--- config.mk ---
export PLATFORM = sky130hd
export DESIGN_NAME = qdl_host_loader
export DESIGN_NICKNAME = d
export VERILOG_FILES = /design/src/design/qdl_host_loader.v
export VERILOG_INCLUDE_DIRS = /design/src /design/src/design
export SDC_FILE = /design/constraint.sdc
export NUM_CORES = 1
export LEC_CHECK = 0
export BUFFER_PORTS_ARGS = -buffer_cell sky130_fd_sc_hd__buf_2
export CAP_MARGIN = 20
export CORE_UTILIZATION = 50
export CTS_CLUSTER_DIAMETER = 80
export DETAILED_ROUTE_END_ITERATION = 7
export PLACE_DENSITY_LB_ADDON = 0.25
export SETUP_SLACK_MARGIN = 0.1
export SLEW_MARGIN = 20
export SYNTH_ARGS = -nofsm -noshare
export SYNTH_HDL_FRONTEND = slang
export SYNTH_SLANG_ARGS = --single-unit
--- constraint.sdc ---
create_clock -name clock -period 2.32 [get_ports clock]
set_input_delay 0 -clock clock [delete_from_list [all_inputs] [get_ports clock]]
set_output_delay 0 -clock clock [all_outputs]
set_load 0.03 [all_outputs]
--- src/design/qdl_defines.vh ---
// Constants and register map of the quad DAC serial host loader
// Contract
// - The host drives frame sync low before shifting a word and keeps it low for the whole word.
// - Each data bit is stable at the falling serial clock edge, where the device samples it.
// - In byte mode frame sync stays low after the first byte and a second byte completes the word.
// - After the second byte has been shifted the host returns frame sync high to end the frame.
// - Bits go out most significant first, so an LSB-first source is bit-reversed before sending.
// - The host pulses load low after each word, or after all four channels are loaded.
// - A synchronous serial port uses polarity 0 and phase 1: clock idles low, data valid at fall.
// - A DSP-style host may send one 16-bit word with frame low, data changing on rising edges.
// - In word mode frame falls while the clock is high or rising, then MSB first on rising edges.
// - After all sixteen bits the host may drive load low to update the outputs.
`ifndef QDL_DEFINES_VH
`define QDL_DEFINES_VH

// Register offsets
`define QDL_REG_DATA     4'h0
`define QDL_REG_CTRL     4'h1
`define QDL_REG_STATUS   4'h2
`define QDL_REG_DIV      4'h3
`define QDL_REG_STROBE   4'h4

// Data register fields
`define QDL_ADDR_HI      3
`define QDL_ADDR_LO      2
`define QDL_CHAN_HI      1
`define QDL_CHAN_LO      0

// Control register fields
`define QDL_CTRL_WORD_MODE  0
`define QDL_CTRL_AUTO_LOAD  1
`define QDL_CTRL_LSB_SRC    2

// Strobe register fields
`define QDL_STB_LOAD     0
`define QDL_STB_CLEAR    1

// Status register fields
`define QDL_STAT_BUSY    0
`define QDL_STAT_LOADN   1
`define QDL_STAT_CLRN    2

// Reset values
`define QDL_CTRL_RST     3'h0
`define QDL_DIV_RST      8'h03

// Timing counts
`define QDL_WORD_BITS    5'h10
`define QDL_BYTE_BITS    5'h08
`define QDL_STROBE_CYC   8'h08
`define QDL_GAP_CYC      8'h04

`endif

--- src/design/qdl_host_loader.v ---
// Host controller that shifts 16-bit words into a quad DAC and drives its strobes
`timescale 1ns/1ps
`include "qdl_defines.vh"

module qdl_host_loader (
	// Clock and reset
	input  wire        clock,
	input  wire        rst,
	// Register port
	input  wire [3:0]  reg_addr,
	input  wire [15:0] reg_wdata,
	input  wire        reg_wr,
	input  wire        reg_rd,
	output reg  [15:0] reg_rdata,
	// Device pins
	output reg         frame_sync_n,
	output reg         serial_clock_input,
	output reg         serial_data_input,
	output reg         load_outputs_n,
	output reg         clear_outputs_n
);

	localparam [2:0] ST_IDLE  = 3'h0;
	localparam [2:0] ST_SETUP = 3'h1;
	localparam [2:0] ST_LOW   = 3'h2;
	localparam [2:0] ST_HIGH  = 3'h3;
	localparam [2:0] ST_GAP   = 3'h4;
	localparam [2:0] ST_DONE  = 3'h5;
	localparam [2:0] ST_LOAD  = 3'h6;

	reg [2:0]  state_ff;
	reg [15:0] shift_ff;
	reg [4:0]  bit_cnt_ff;
	reg [7:0]  div_ff;
	reg [7:0]  tick_cnt_ff;
	reg [2:0]  ctrl_ff;
	reg [7:0]  hold_cnt_ff;
	reg        clr_hold_ff;
	reg        pend_ff;
	reg [15:0] pend_word_ff;
	reg        busy_ff;
	reg [7:0]  clr_cnt_ff;

	// Byte bit reversal for LSB-first sources
	function [7:0] rev8;
		input [7:0] b;
		integer i;
		begin
			for (i = 0; i < 8; i = i + 1) begin
				rev8[i] = b[7 - i];
			end
		end
	endfunction

	wire        tick     = (tick_cnt_ff == 8'h00);
	wire        wr_data  = reg_wr && (reg_addr == `QDL_REG_DATA);
	wire [15:0] src_word = ctrl_ff[`QDL_CTRL_LSB_SRC] ?
		{rev8(reg_wdata[15:8]), rev8(reg_wdata[7:0])} : reg_wdata;

	// Register writes and reads
	always @(posedge clock or posedge rst) begin
		if (rst) begin
			ctrl_ff   <= `QDL_CTRL_RST;
			div_ff    <= `QDL_DIV_RST;
			reg_rdata <= 16'h0000;
		end else begin
			if (reg_wr && reg_addr == `QDL_REG_CTRL) begin
				ctrl_ff <= reg_wdata[2:0];
			end
			if (reg_wr && reg_addr == `QDL_REG_DIV && reg_wdata[7:0] != 8'h00) begin
				div_ff <= reg_wdata[7:0];
			end
			if (reg_rd) begin
				case (reg_addr)
				`QDL_REG_CTRL:   reg_rdata <= {13'h0000, ctrl_ff};
				`QDL_REG_STATUS: reg_rdata <= {13'h0000, clear_outputs_n, load_outputs_n,
					busy_ff};
				`QDL_REG_DIV:    reg_rdata <= {8'h00, div_ff};
				default:         reg_rdata <= 16'h0000;
				endcase
			end else begin
				reg_rdata <= 16'h0000;
			end
		end
	end

	// Clear strobe, held low for the divider count plus one cycle, released early once the sequencer leaves idle
	always @(posedge clock or posedge rst) begin
		if (rst) begin
			clear_outputs_n <= 1'b1;
			clr_hold_ff     <= 1'b0;
			clr_cnt_ff      <= 8'h00;
		end else if (reg_wr && reg_addr == `QDL_REG_STROBE &&
			reg_wdata[`QDL_STB_CLEAR]) begin
			clear_outputs_n <= 1'b0;
			clr_hold_ff     <= 1'b1;
			clr_cnt_ff      <= div_ff;
		end else if (clr_hold_ff && (clr_cnt_ff == 8'h00 || state_ff != ST_IDLE)) begin
			// Idle divider is parked, so the clear pulse keeps its own count
			clear_outputs_n <= 1'b1;
			clr_hold_ff     <= 1'b0;
		end else if (clr_hold_ff) begin
			clr_cnt_ff <= clr_cnt_ff - 8'h01;
		end
	end

	// Serial clock divider, one-cycle enable per sequencer step, three steps per bit
	always @(posedge clock or posedge rst) begin
		if (rst) begin
			tick_cnt_ff <= 8'h00;
		end else if (tick || state_ff == ST_IDLE) begin
			tick_cnt_ff <= div_ff;
		end else begin
			tick_cnt_ff <= tick_cnt_ff - 8'h01;
		end
	end

	// Pending word holder, one deep, stalls nothing
	always @(posedge clock or posedge rst) begin
		if (rst) begin
			pend_ff      <= 1'b0;
			pend_word_ff <= 16'h0000;
		end else if (wr_data) begin
			pend_ff      <= 1'b1;
			pend_word_ff <= src_word;
		end else if (state_ff == ST_IDLE && pend_ff) begin
			pend_ff <= 1'b0;
		end
	end

	// Transfer sequencer
	always @(posedge clock or posedge rst) begin
		if (rst) begin
			state_ff           <= ST_IDLE;
			shift_ff           <= 16'h0000;
			bit_cnt_ff         <= 5'h00;
			hold_cnt_ff        <= 8'h00;
			busy_ff            <= 1'b0;
			frame_sync_n       <= 1'b1;
			serial_clock_input <= 1'b0;
			serial_data_input  <= 1'b0;
			load_outputs_n     <= 1'b1;
		end else begin
			case (state_ff)
			ST_IDLE: begin
				if (pend_ff) begin
					// MSB first, frame low before the first falling clock edge
					shift_ff           <= pend_word_ff;
					frame_sync_n       <= 1'b0;
					// Word mode raises the clock in the same cycle that frame falls
					serial_clock_input <= ctrl_ff[`QDL_CTRL_WORD_MODE];
					bit_cnt_ff         <= 5'h00;
					busy_ff            <= 1'b1;
					state_ff           <= ST_SETUP;
				end else if (reg_wr && reg_addr == `QDL_REG_STROBE &&
					reg_wdata[`QDL_STB_LOAD]) begin
					load_outputs_n <= 1'b0;
					hold_cnt_ff    <= `QDL_STROBE_CYC;
					busy_ff        <= 1'b1;
					state_ff       <= ST_LOAD;
				end
			end
			ST_SETUP: begin
				if (tick) begin
					if (ctrl_ff[`QDL_CTRL_WORD_MODE]) begin
						// Data changes on rising edge, device samples at fall
						serial_clock_input <= 1'b1;
					end else begin
						serial_clock_input <= 1'b0;
					end
					serial_data_input <= shift_ff[15];
					shift_ff          <= {shift_ff[14:0], 1'b0};
					state_ff          <= ST_HIGH;
				end
			end
			ST_HIGH: begin
				if (tick) begin
					serial_clock_input <= 1'b1;
					state_ff           <= ST_LOW;
				end
			end
			ST_LOW: begin
				if (tick) begin
					// Falling edge, data held stable across it
					serial_clock_input <= 1'b0;
					bit_cnt_ff         <= bit_cnt_ff + 5'h01;
					if (bit_cnt_ff + 5'h01 == `QDL_WORD_BITS) begin
						state_ff <= ST_DONE;
					end else if (bit_cnt_ff + 5'h01 == `QDL_BYTE_BITS &&
						!ctrl_ff[`QDL_CTRL_WORD_MODE]) begin
						// Frame stays low between the two bytes
						hold_cnt_ff <= `QDL_GAP_CYC;
						state_ff    <= ST_GAP;
					end else begin
						state_ff <= ST_SETUP;
					end
				end
			end
			ST_GAP: begin
				if (hold_cnt_ff == 8'h00) begin
					state_ff <= ST_SETUP;
				end else begin
					hold_cnt_ff <= hold_cnt_ff - 8'h01;
				end
			end
			ST_DONE: begin
				if (tick) begin
					// End of frame after the last bit
					frame_sync_n       <= 1'b1;
					serial_clock_input <= 1'b0;
					if (ctrl_ff[`QDL_CTRL_AUTO_LOAD]) begin
						load_outputs_n <= 1'b0;
						hold_cnt_ff    <= `QDL_STROBE_CYC;
						state_ff       <= ST_LOAD;
					end else begin
						busy_ff  <= 1'b0;
						state_ff <= ST_IDLE;
					end
				end
			end
			ST_LOAD: begin
				if (hold_cnt_ff == 8'h00) begin
					load_outputs_n <= 1'b1;
					busy_ff        <= 1'b0;
					state_ff       <= ST_IDLE;
				end else begin
					hold_cnt_ff <= hold_cnt_ff - 8'h01;
				end
			end
			default: begin
				state_ff <= ST_IDLE;
			end
			endcase
		end
	end

endmodule

==> results of run 1 <==
[worst min-delay path by stage]
stage,endpoint,slack [ns],cells after the start
2_1_floorplan,clear_outputs_n,0.05,1
3_3_place_gp,bit_cnt_ff[3],0.14,2
3_5_place_dp,bit_cnt_ff[3],0.15,2
4_1_cts,clear_outputs_n,0.01,3
5_1_grt,reg_rdata[2],0.03,3
6_report,clear_outputs_n,0.03,3
[logic make-up (layout without fill, tap and decap cells)]
logic type | count (synthesis) | after routing | synth area share (%)
DFF | 91 | 91 | 47.8
other | 1 | 8 | 0.0784
muxes | 51 | 51 | 11.2
buffers and inverters | 46 | 99 | 4.76
adders and majority gates | 8 | 8 | 2.09
xor gates and xnor gates | 14 | 14 | 2.56
AOI/OAI and AO/OA | 116 | 116 | 14.8
and+or+nand+nor | 158 | 158 | 16.7
[state kept, by name (all words and copies together), names as in the netlist, 5 cells and up]
signal,flops
bit_cnt_ff,5
clr_cnt_ff,8
div_ff,8
hold_cnt_ff,8
pend_word_ff,16
reg_rdata,8
shift_ff,16
tick_cnt_ff,8
[metal layers]
layer  share of wire (%)  vias to the layer above
met2                  48                      105
li1                    -                     1810
met1                  46                     1825
met4                 1.5                        0
met3                 4.7                       13
met5                   0                        -
[cell usage in the layout, fill, tap and decap left out, types with 4 or more instances in the layout]
cell type,n
xnor2_1,7
ha_1,8
nand2_1,45
nor2b_1,4
buf_4,12
a31oi_1,6
dlygate4sd3_1,20
nor3_1,5
a21oi_1,42
o21ai_0,31
nand3_1,6
buf_2,36
nand4_1,4
a22oi_1,6
nor4_1,5
nor2_1,50
dfrtp_1,86
xor2_1,7
clkbuf_8,10
a22o_1,5
inv_1,12
mux2_2,18
or3_1,5
conb_1,8
mux2i_1,32
and2_1,7
dfstp_2,5
[per-stage QoR]
step	power (uW)	instances
after global routing	6650	674
final	6210	674
after detailed placement	5000	638
after global placement	4890	638
after CTS	6150	674
after floorplan	4350	492
[cell type report]
cell class	count	area, um^2	share of cell area, %
Multi-Input combinational cell	355	2340	42.2
Tap cell	129	161	2.91
Sequential cell	91	2280	41.1
Clock inverter	5	62.6	1.13
Clock buffer	11	141	2.55
Timing Repair Buffer	70	510	9.19
Inverter	13	52.6	0.946
[power by group through the flow]
stage	Clock (uW)	Combinational [uW]	Sequential, uW
final	1110	2450	2650
after global routing	1180	2740	2730
after CTS	1130	2390	2630
after detailed placement	0	2350	2660
after global placement	0	2260	2630
after floorplan	0	1860	2480
[synth_stat cells, types with 7 or more instances]
cell type  count  share of area [%]
clkbuf_1      16                1.3
nand2_1       45                3.5
nor2_1        51                4.0
xnor2_1        7                1.3
ha_1           8                2.1
o21ai_0       31                3.2
dfrtp_1       86                 45
xor2_1         7                1.3
mux2_2        18                4.2
buf_4          9                1.4
mux2i_1       32                6.7
inv_1         13                1.0
a21oi_1       42                4.4
and2_1         7               0.92
[worst max-delay path: cells and delay by family (launching register included)]
kind	cells	cell delay [ns]
AND/OR/NAND/NOR	3	1.05
AO/OA/AOI/OAI	2	0.32
flip-flops	1	0.64
[what timing repair did]
item / in CTS / in global routing
endpoints found under the hold margin: 42 / 0
hold buffers: 20 / 0
resized for setup: 0 / 8
endpoints found under the setup margin: 0 / 16
==> flow_summary.ini, run 1 <==
[layout]
diodes = 0
area_growth_syn_to_layout_pct = 16.2
stdcell_area_um2 = 5560
final_util_pct = 60.1
layout-drive-gt1-share_pct = 20.0
nNetsFinal = 572
fill_cells = 752

[logic_synthesis]
synth_cell_types = 62
synth.avg_cell_area_um2 = 9.86
synth-async-reset-ratio_pct = 100
syn_area_um2 = 4780
ys_seq_elements = 91
yosys_most_used_dff = dfrtp_1
synthCells = 485
synth_seq_area_share_pct = 47.8
synth_edf_count = 0
synth_warnings = 0

[place]
preCtsSetupSlack_ns = 0.196
hpwl_mm = 7.24
io_buffers = 36
detailed_place.area_um2 = 5110
place.gp.congestion = 0.865

[grt]
top_usage_layer = met2
grt_pass1_vias = 3689
grt_max_degree = 65
use_met2_pct = 37.4
met1_usage_pct = 31.4
antenna_found_initial = 0
gr-usage-all-layers_pct = 23.1
use_met3_pct = 3.83
grt_first_pass_wirelength_mm = 18.0
grt_overflow_total = 0

[power]
pwr-share-seq_pct = 42.7
p_leak_uw = 0.00244
power_density_nw_per_um2 = 1120
p_sw_share_pct = 39.3
ir_drop_v = 0.000564
pwr-share-clk_pct = 17.9
p_comb_share_pct = 39.5
intPower_uw = 3770
p_sw_uw = 2440

[worst_setup_path]
setup.worst_path.end = hold_cnt_ff[2]
endpoint_kind = flip-flop
rr_endpoint = hold_cnt_ff[2]
start_kind = flip-flop
cpMaxStageDelayCell = dfrtp_1
r2r_start = state_ff[2]
worst-r2r-setup-slack_ns = 0.20
cp.arrival_ns = 2.37
rr_worst_depth = 5
path_cells = nand2b_1, a21oi_1, nor4_4, or3b_1, a22o_1
crit_type = reg2reg
required_ns = 2.57
startpoint = state_ff[2]
crit_fanout = 16
crit_path_max_incr_delay_ns = 0.64

[sta]
fin_skew_ns = 0.00927
worst_pin_slew_ns = 0.938
fin_ws_ns = 0.197
finalHoldViolCount = 0
tns_ns = 0
min_period_over_period_pct = 91.5
maxSlewViolCount = 0
slew_headroom_pct = 37.4
rsz0062_at_grt = false
period_minus_slack_ns = 2.12
fmax_ghz = 0.471
finalSetupViolations = 0
hold_ws_ns = 0.0314

[die]
io_pins = 45
start_util_pct = 51.7
fp.dieH_um = 99.8
rows = 35
core_area_um2 = 9240
dieArea_um2 = 9960
die_w_um = 99.8

[clocking]
numCtsBuffers = 9
post-cts-setup-buffers = 0
cts_max_path_buffers = 2
cts.sinks = 91
tritoncts = yes
clk_latency_ns = 0.36
htree_levels = 3
path_clk_slew_ns = 0.09
root_buffer = clkbuf_8

[min_path]
min_from = reg_addr[2]
min_path_type = in2reg

[run]
cap_violations = 0

[route]
wl_per_cell_um = 15.8
final_antenna_net_count = 0
drt_iter0_drc = 179
drtPass1Iterations = 4
avgViaCountPerCell = 5.57
drc = 0
wl_mm = 10.7
vias = 3753

[outcome]
status = completed
Note: power is estimated with default switching activity, not from simulation.
==> run 2: changes to the inputs <==
--- a/config.mk
+++ b/config.mk
@@ -11,6 +11,7 @@
 export CORE_UTILIZATION = 50
 export CTS_CLUSTER_DIAMETER = 80
 export DETAILED_ROUTE_END_ITERATION = 7
+export MAX_ROUTING_LAYER = met4
 export PLACE_DENSITY_LB_ADDON = 0.25
 export SETUP_SLACK_MARGIN = 0.1
 export SLEW_MARGIN = 20
==> flow_summary.ini, run 2 (same netlist as run 1, synthesis figures left out) <==
[outcome]
status = completed

[route]
drc = 0
wl_mm = 10.6
vias = 3749
drt_iter0_drc = 172
final_antenna_net_count = 0
avgViaCountPerCell = 5.56
wl_per_cell_um = 15.8
drtPass1Iterations = 4

[sta]
slew_headroom_pct = 36.7
fmax_ghz = 0.470
period_minus_slack_ns = 2.13
rsz0062_at_grt = false
tns_ns = 0
maxSlewViolCount = 0
fin_skew_ns = 0.00953
worst_pin_slew_ns = 0.950
min_period_over_period_pct = 91.8
hold_ws_ns = 0.0344
finalSetupViolations = 0
finalHoldViolCount = 0

[layout]
fill_cells = 752
nNetsFinal = 572
final_common_cell = dfrtp_1
layout-drive-gt1-share_pct = 20.0
largestRegisters = pend_word_ff (16), shift_ff (16)
ff_latch_area_um2 = 2280
final_util_pct = 60.1
area_growth_syn_to_layout_pct = 16.2
layout_common_cells = dfrtp_1 (86), nor2_1 (50), nand2_1 (45), a21oi_1 (42), buf_2 (36)
multi_input_comb_area_um2 = 2340
diodes = 0

[worst_setup_path]
cp.arrival_ns = 2.38
cpMaxStageDelayCell = dfrtp_1
crit_fanout = 16
cp_top_family = simple AND/OR/NAND/NOR gates
start_kind = flip-flop
path_cells = nand2b_1, a21oi_1, nor4_4, or3b_1, a22o_1
required_ns = 2.57
cp_num_buf_inv = 0
crit_path_max_incr_delay_ns = 0.64
crit_type = reg2reg
endpoint_kind = flip-flop

[place]
hpwl_mm = 7.24
io_buffers = 36
place.gp.congestion = 0.879

[die]
fp.dieH_um = 99.8
core_area_um2 = 9240
die_w_um = 99.8
io_pins = 45
start_util_pct = 51.7
dieArea_um2 = 9960
rows = 35

[power]
ir_drop_v = 0.000566
power_density_nw_per_um2 = 1120
p_leak_uw = 0.00244

[grt]
gr-usage-all-layers_pct = 23.8
grt_max_degree = 65
grt_overflow_total = 0
grt_pass1_vias = 3693
grt_first_pass_wirelength_mm = 18.0
antenna_found_initial = 0

[clocking]
root_buffer = clkbuf_8
numCtsBuffers = 9
cts_max_path_buffers = 2
tritoncts = yes
post-cts-setup-buffers = 0
path_clk_slew_ns = 0.09
cts.sinks = 91
htree_levels = 3
clk_latency_ns = 0.36

[run]
cap_violations = 0

[min_path]
min_path_type = in2reg
==> run 2: report_power, final <==
part           switching [uW]  leakage (uW)  internal (uW)
combinational            1320       0.00123           1130
sequential                542       0.00111           2110
clock                     578     0.0000957            532
==> run 2: area by class of cell <==
type / count / share of cell area (%)
clock buffers: 11 / 2.55
inverters: 13 / 0.946
clock inverters: 5 / 1.13
flip-flops and latches: 91 / 41.1
multi-input cells: 355 / 42.2
repair buffers: 70 / 9.19
well taps: 129 / 2.91
==> run 2: path summary, 6_finish.rpt <==
path | startpoint | end | slack [ns] | depth (start not counted)
min in group asynchronous | rst | bit_cnt_ff[4] | 0.30 | 3
worst max register to register | state_ff[2] | hold_cnt_ff[2] | 0.19 | 5
worst min register to register | shift_ff[14] | shift_ff[14] | 0.50 | 2
max in group asynchronous | rst | div_ff[1] | 1.24 | 4
worst max-delay path | state_ff[2] | hold_cnt_ff[2] | 0.19 | 5
worst min-delay path | reg_addr[2] | clear_outputs_n | 0.03 | 3
==> run 2: stage by stage <==
stage / cells / power (uW) / area (um^2) / setup WS, ns
finish: 674 / 6210 / 5560 / 0.191
floorplan: 492 / 4350 / 4810 / 0.227
CTS: 674 / 6150 / 5510 / 0.161
detailed placement: 638 / 5000 / 5110 / 0.196
global route: 674 / 6650 / 5560 / 0.110
global placement: 638 / 4890 / 5110 / 0.239
==> run 2: per-layer routing <==
| metal | vias to the layer above | GRT usage (%) | part of all wire [%] |
|---|---|---|---|
| li1 | 1811 | - | - |
| met5 | - | - | 0 |
| met3 | 22 | 2.92 | 4.1 |
| met4 | 0 | 9.95 | 2.2 |
| met1 | 1823 | 31.4 | 46 |
| met2 | 93 | 37.5 | 48 |
==> run 2: tightest hold or removal path: cells and delay by family <==
kind                   cells  cell delay [ns]
buffers and inverters      1             0.11
and+or+nand+nor            1             0.20
AOI/OAI and AO/OA          1             0.08
==> run 2: timing repair <==
action	in CTS	in global routing
resized for setup	0	8
endpoints found under the hold margin	42	0
hold buffers	20	0
endpoints found under the setup margin	0	16
==> run 3: changes to the inputs <==
--- a/config.mk
+++ b/config.mk
@@ -6,11 +6,12 @@
 export SDC_FILE = /design/constraint.sdc
 export NUM_CORES = 1
 export LEC_CHECK = 0
-export BUFFER_PORTS_ARGS = -buffer_cell sky130_fd_sc_hd__buf_2
 export CAP_MARGIN = 20
 export CORE_UTILIZATION = 50
 export CTS_CLUSTER_DIAMETER = 80
+export CTS_CLUSTER_SIZE = 30
 export DETAILED_ROUTE_END_ITERATION = 7
+export DONT_BUFFER_PORTS = 1
 export MAX_ROUTING_LAYER = met4
 export PLACE_DENSITY_LB_ADDON = 0.25
 export SETUP_SLACK_MARGIN = 0.1
==> flow_summary.ini, run 3 (same netlist as run 1, synthesis figures left out) <==
[sta]
min_period_over_period_pct = 92.5
finalHoldViolCount = 0
fmax_ghz = 0.466
finalSetupViolations = 0
slew_headroom_pct = 34.8
fin_ws_ns = 0.174
period_minus_slack_ns = 2.15
rsz0062_at_grt = false
worst_pin_slew_ns = 0.979
maxSlewViolCount = 0
tns_ns = 0
fin_skew_ns = 0.0110

[clocking]
clk_latency_ns = 0.36
htree_levels = 3
cts_max_path_buffers = 2
root_buffer = clkbuf_8
tritoncts = yes
path_clk_slew_ns = 0.09
cts.sinks = 91
numCtsBuffers = 9

[outcome]
status = completed

[die]
core_area_um2 = 9240
rows = 35
io_pins = 45
dieArea_um2 = 9960
fp.dieH_um = 99.8
die_w_um = 99.8
start_util_pct = 51.7

[layout]
diodes = 0
largestRegisters = pend_word_ff (16), shift_ff (16)
layout-drive-gt1-share_pct = 14.4
final_common_cell = dfrtp_1
area_growth_syn_to_layout_pct = 14.1
final_cells = 649
layout_common_cells = dfrtp_1 (86), nor2_1 (50), nand2_1 (45), a21oi_1 (42), mux2i_1 (32)
fill_cells = 789
nNetsFinal = 547

[power]
p_total_uw = 6170
p_leak_uw = 0.00232
power_density_nw_per_um2 = 1130
ir_drop_v = 0.000475

[grt]
antenna_found_initial = 0
grt_max_degree = 67
grt_pass1_vias = 3636
gr-usage-all-layers_pct = 24.2
grt_overflow_total = 0
grt_first_pass_wirelength_mm = 18.1

[place]
io_buffers = 0
hpwl_mm = 7.13
post-place-cells = 604
place.gp.congestion = 0.877
preCtsSetupSlack_ns = 0.194

[worst_setup_path]
crit_type = reg2reg
cp.arrival_ns = 2.39
startpoint = state_ff[2]
setup.worst_path.end = state_ff[2]
endpoint_kind = flip-flop
cp_num_buf_inv = 0
worst-r2r-setup-slack_ns = 0.17
r2r_start = state_ff[2]
required_ns = 2.57
rr_worst_depth = 4
crit_path_max_incr_delay_ns = 0.61
cp_top_family = compound AO/OA/AOI/OAI gates
rr_endpoint = state_ff[2]
cpMaxStageDelayCell = a2111oi_0
critical_path_depth = 4
start_kind = flip-flop
path_cells = or2_2, a2111oi_0, a221oi_1, mux2_2
crit_fanout = 15

[route]
wl_mm = 11.0
drtPass1Iterations = 4
drc = 0
wl_per_cell_um = 16.9
avgViaCountPerCell = 5.66
drt_iter0_drc = 196
final_antenna_net_count = 0
vias = 3675

[min_path]
min_from = reg_addr[1]
min_path_type = in2reg

[run]
cap_violations = 0
## run 3: report_power, final
group          total, uW  switching (uW)  internal (uW)  leakage [uW]
Clock               1090             590            503     0.0000958
Combinational       2350            1230           1110       0.00111
Sequential          2730             616           2110       0.00111
## run 3: what timing repair did
action | 4_1_cts | 5_1_grt
endpoints found under the setup margin | 0 | 36
endpoints found under the hold margin | 57 | 0
resized for setup | 0 | 7
buffers inserted | 0 | 0
hold buffers | 29 | 0
## run 3: metrics by stage
stage	hold slack (ns)	utilization [%]	cell area, um^2
floorplan	0.0512	-	4810
global placement	-0.0112	53.4	4930
global route	0.0325	59.0	5450
detailed placement	-0.0129	53.4	4930
finish	0.0186	59.0	5450
CTS	0.00428	58.7	5420
## run 3: how the worst min path moves through the flow
stage,endpoint,cells after the start
after detailed placement,bit_cnt_ff[1],1
after floorplan,clear_outputs_n,1
after global placement,bit_cnt_ff[0],1
after CTS,reg_rdata[3],3
final,reg_rdata[3],3
after global routing,reg_rdata[3],3
## run 3: area by class of cell
cell class / instances / area, um^2 / share of cell area (%)
Timing Repair Buffer: 45 / 423 / 7.75
Inverter: 13 / 52.6 / 0.964
Clock inverter: 7 / 76.3 / 1.40
Sequential cell: 91 / 2280 / 41.9
Multi-Input combinational cell: 355 / 2330 / 42.8
Tap cell: 129 / 161 / 2.96
Clock buffer: 9 / 124 / 2.27
## run 3: tightest hold or removal path, stage by stage
cell and delay, ns:
nand2_1 0.08, nor2_1 0.10, and2_1 0.16
## run 3: routing by layer
layer  wire [um]  track usage (%)
met5           0                -
met4         225             8.82
met3         516             4.60
met2        5100             37.6
met1        5150             31.7
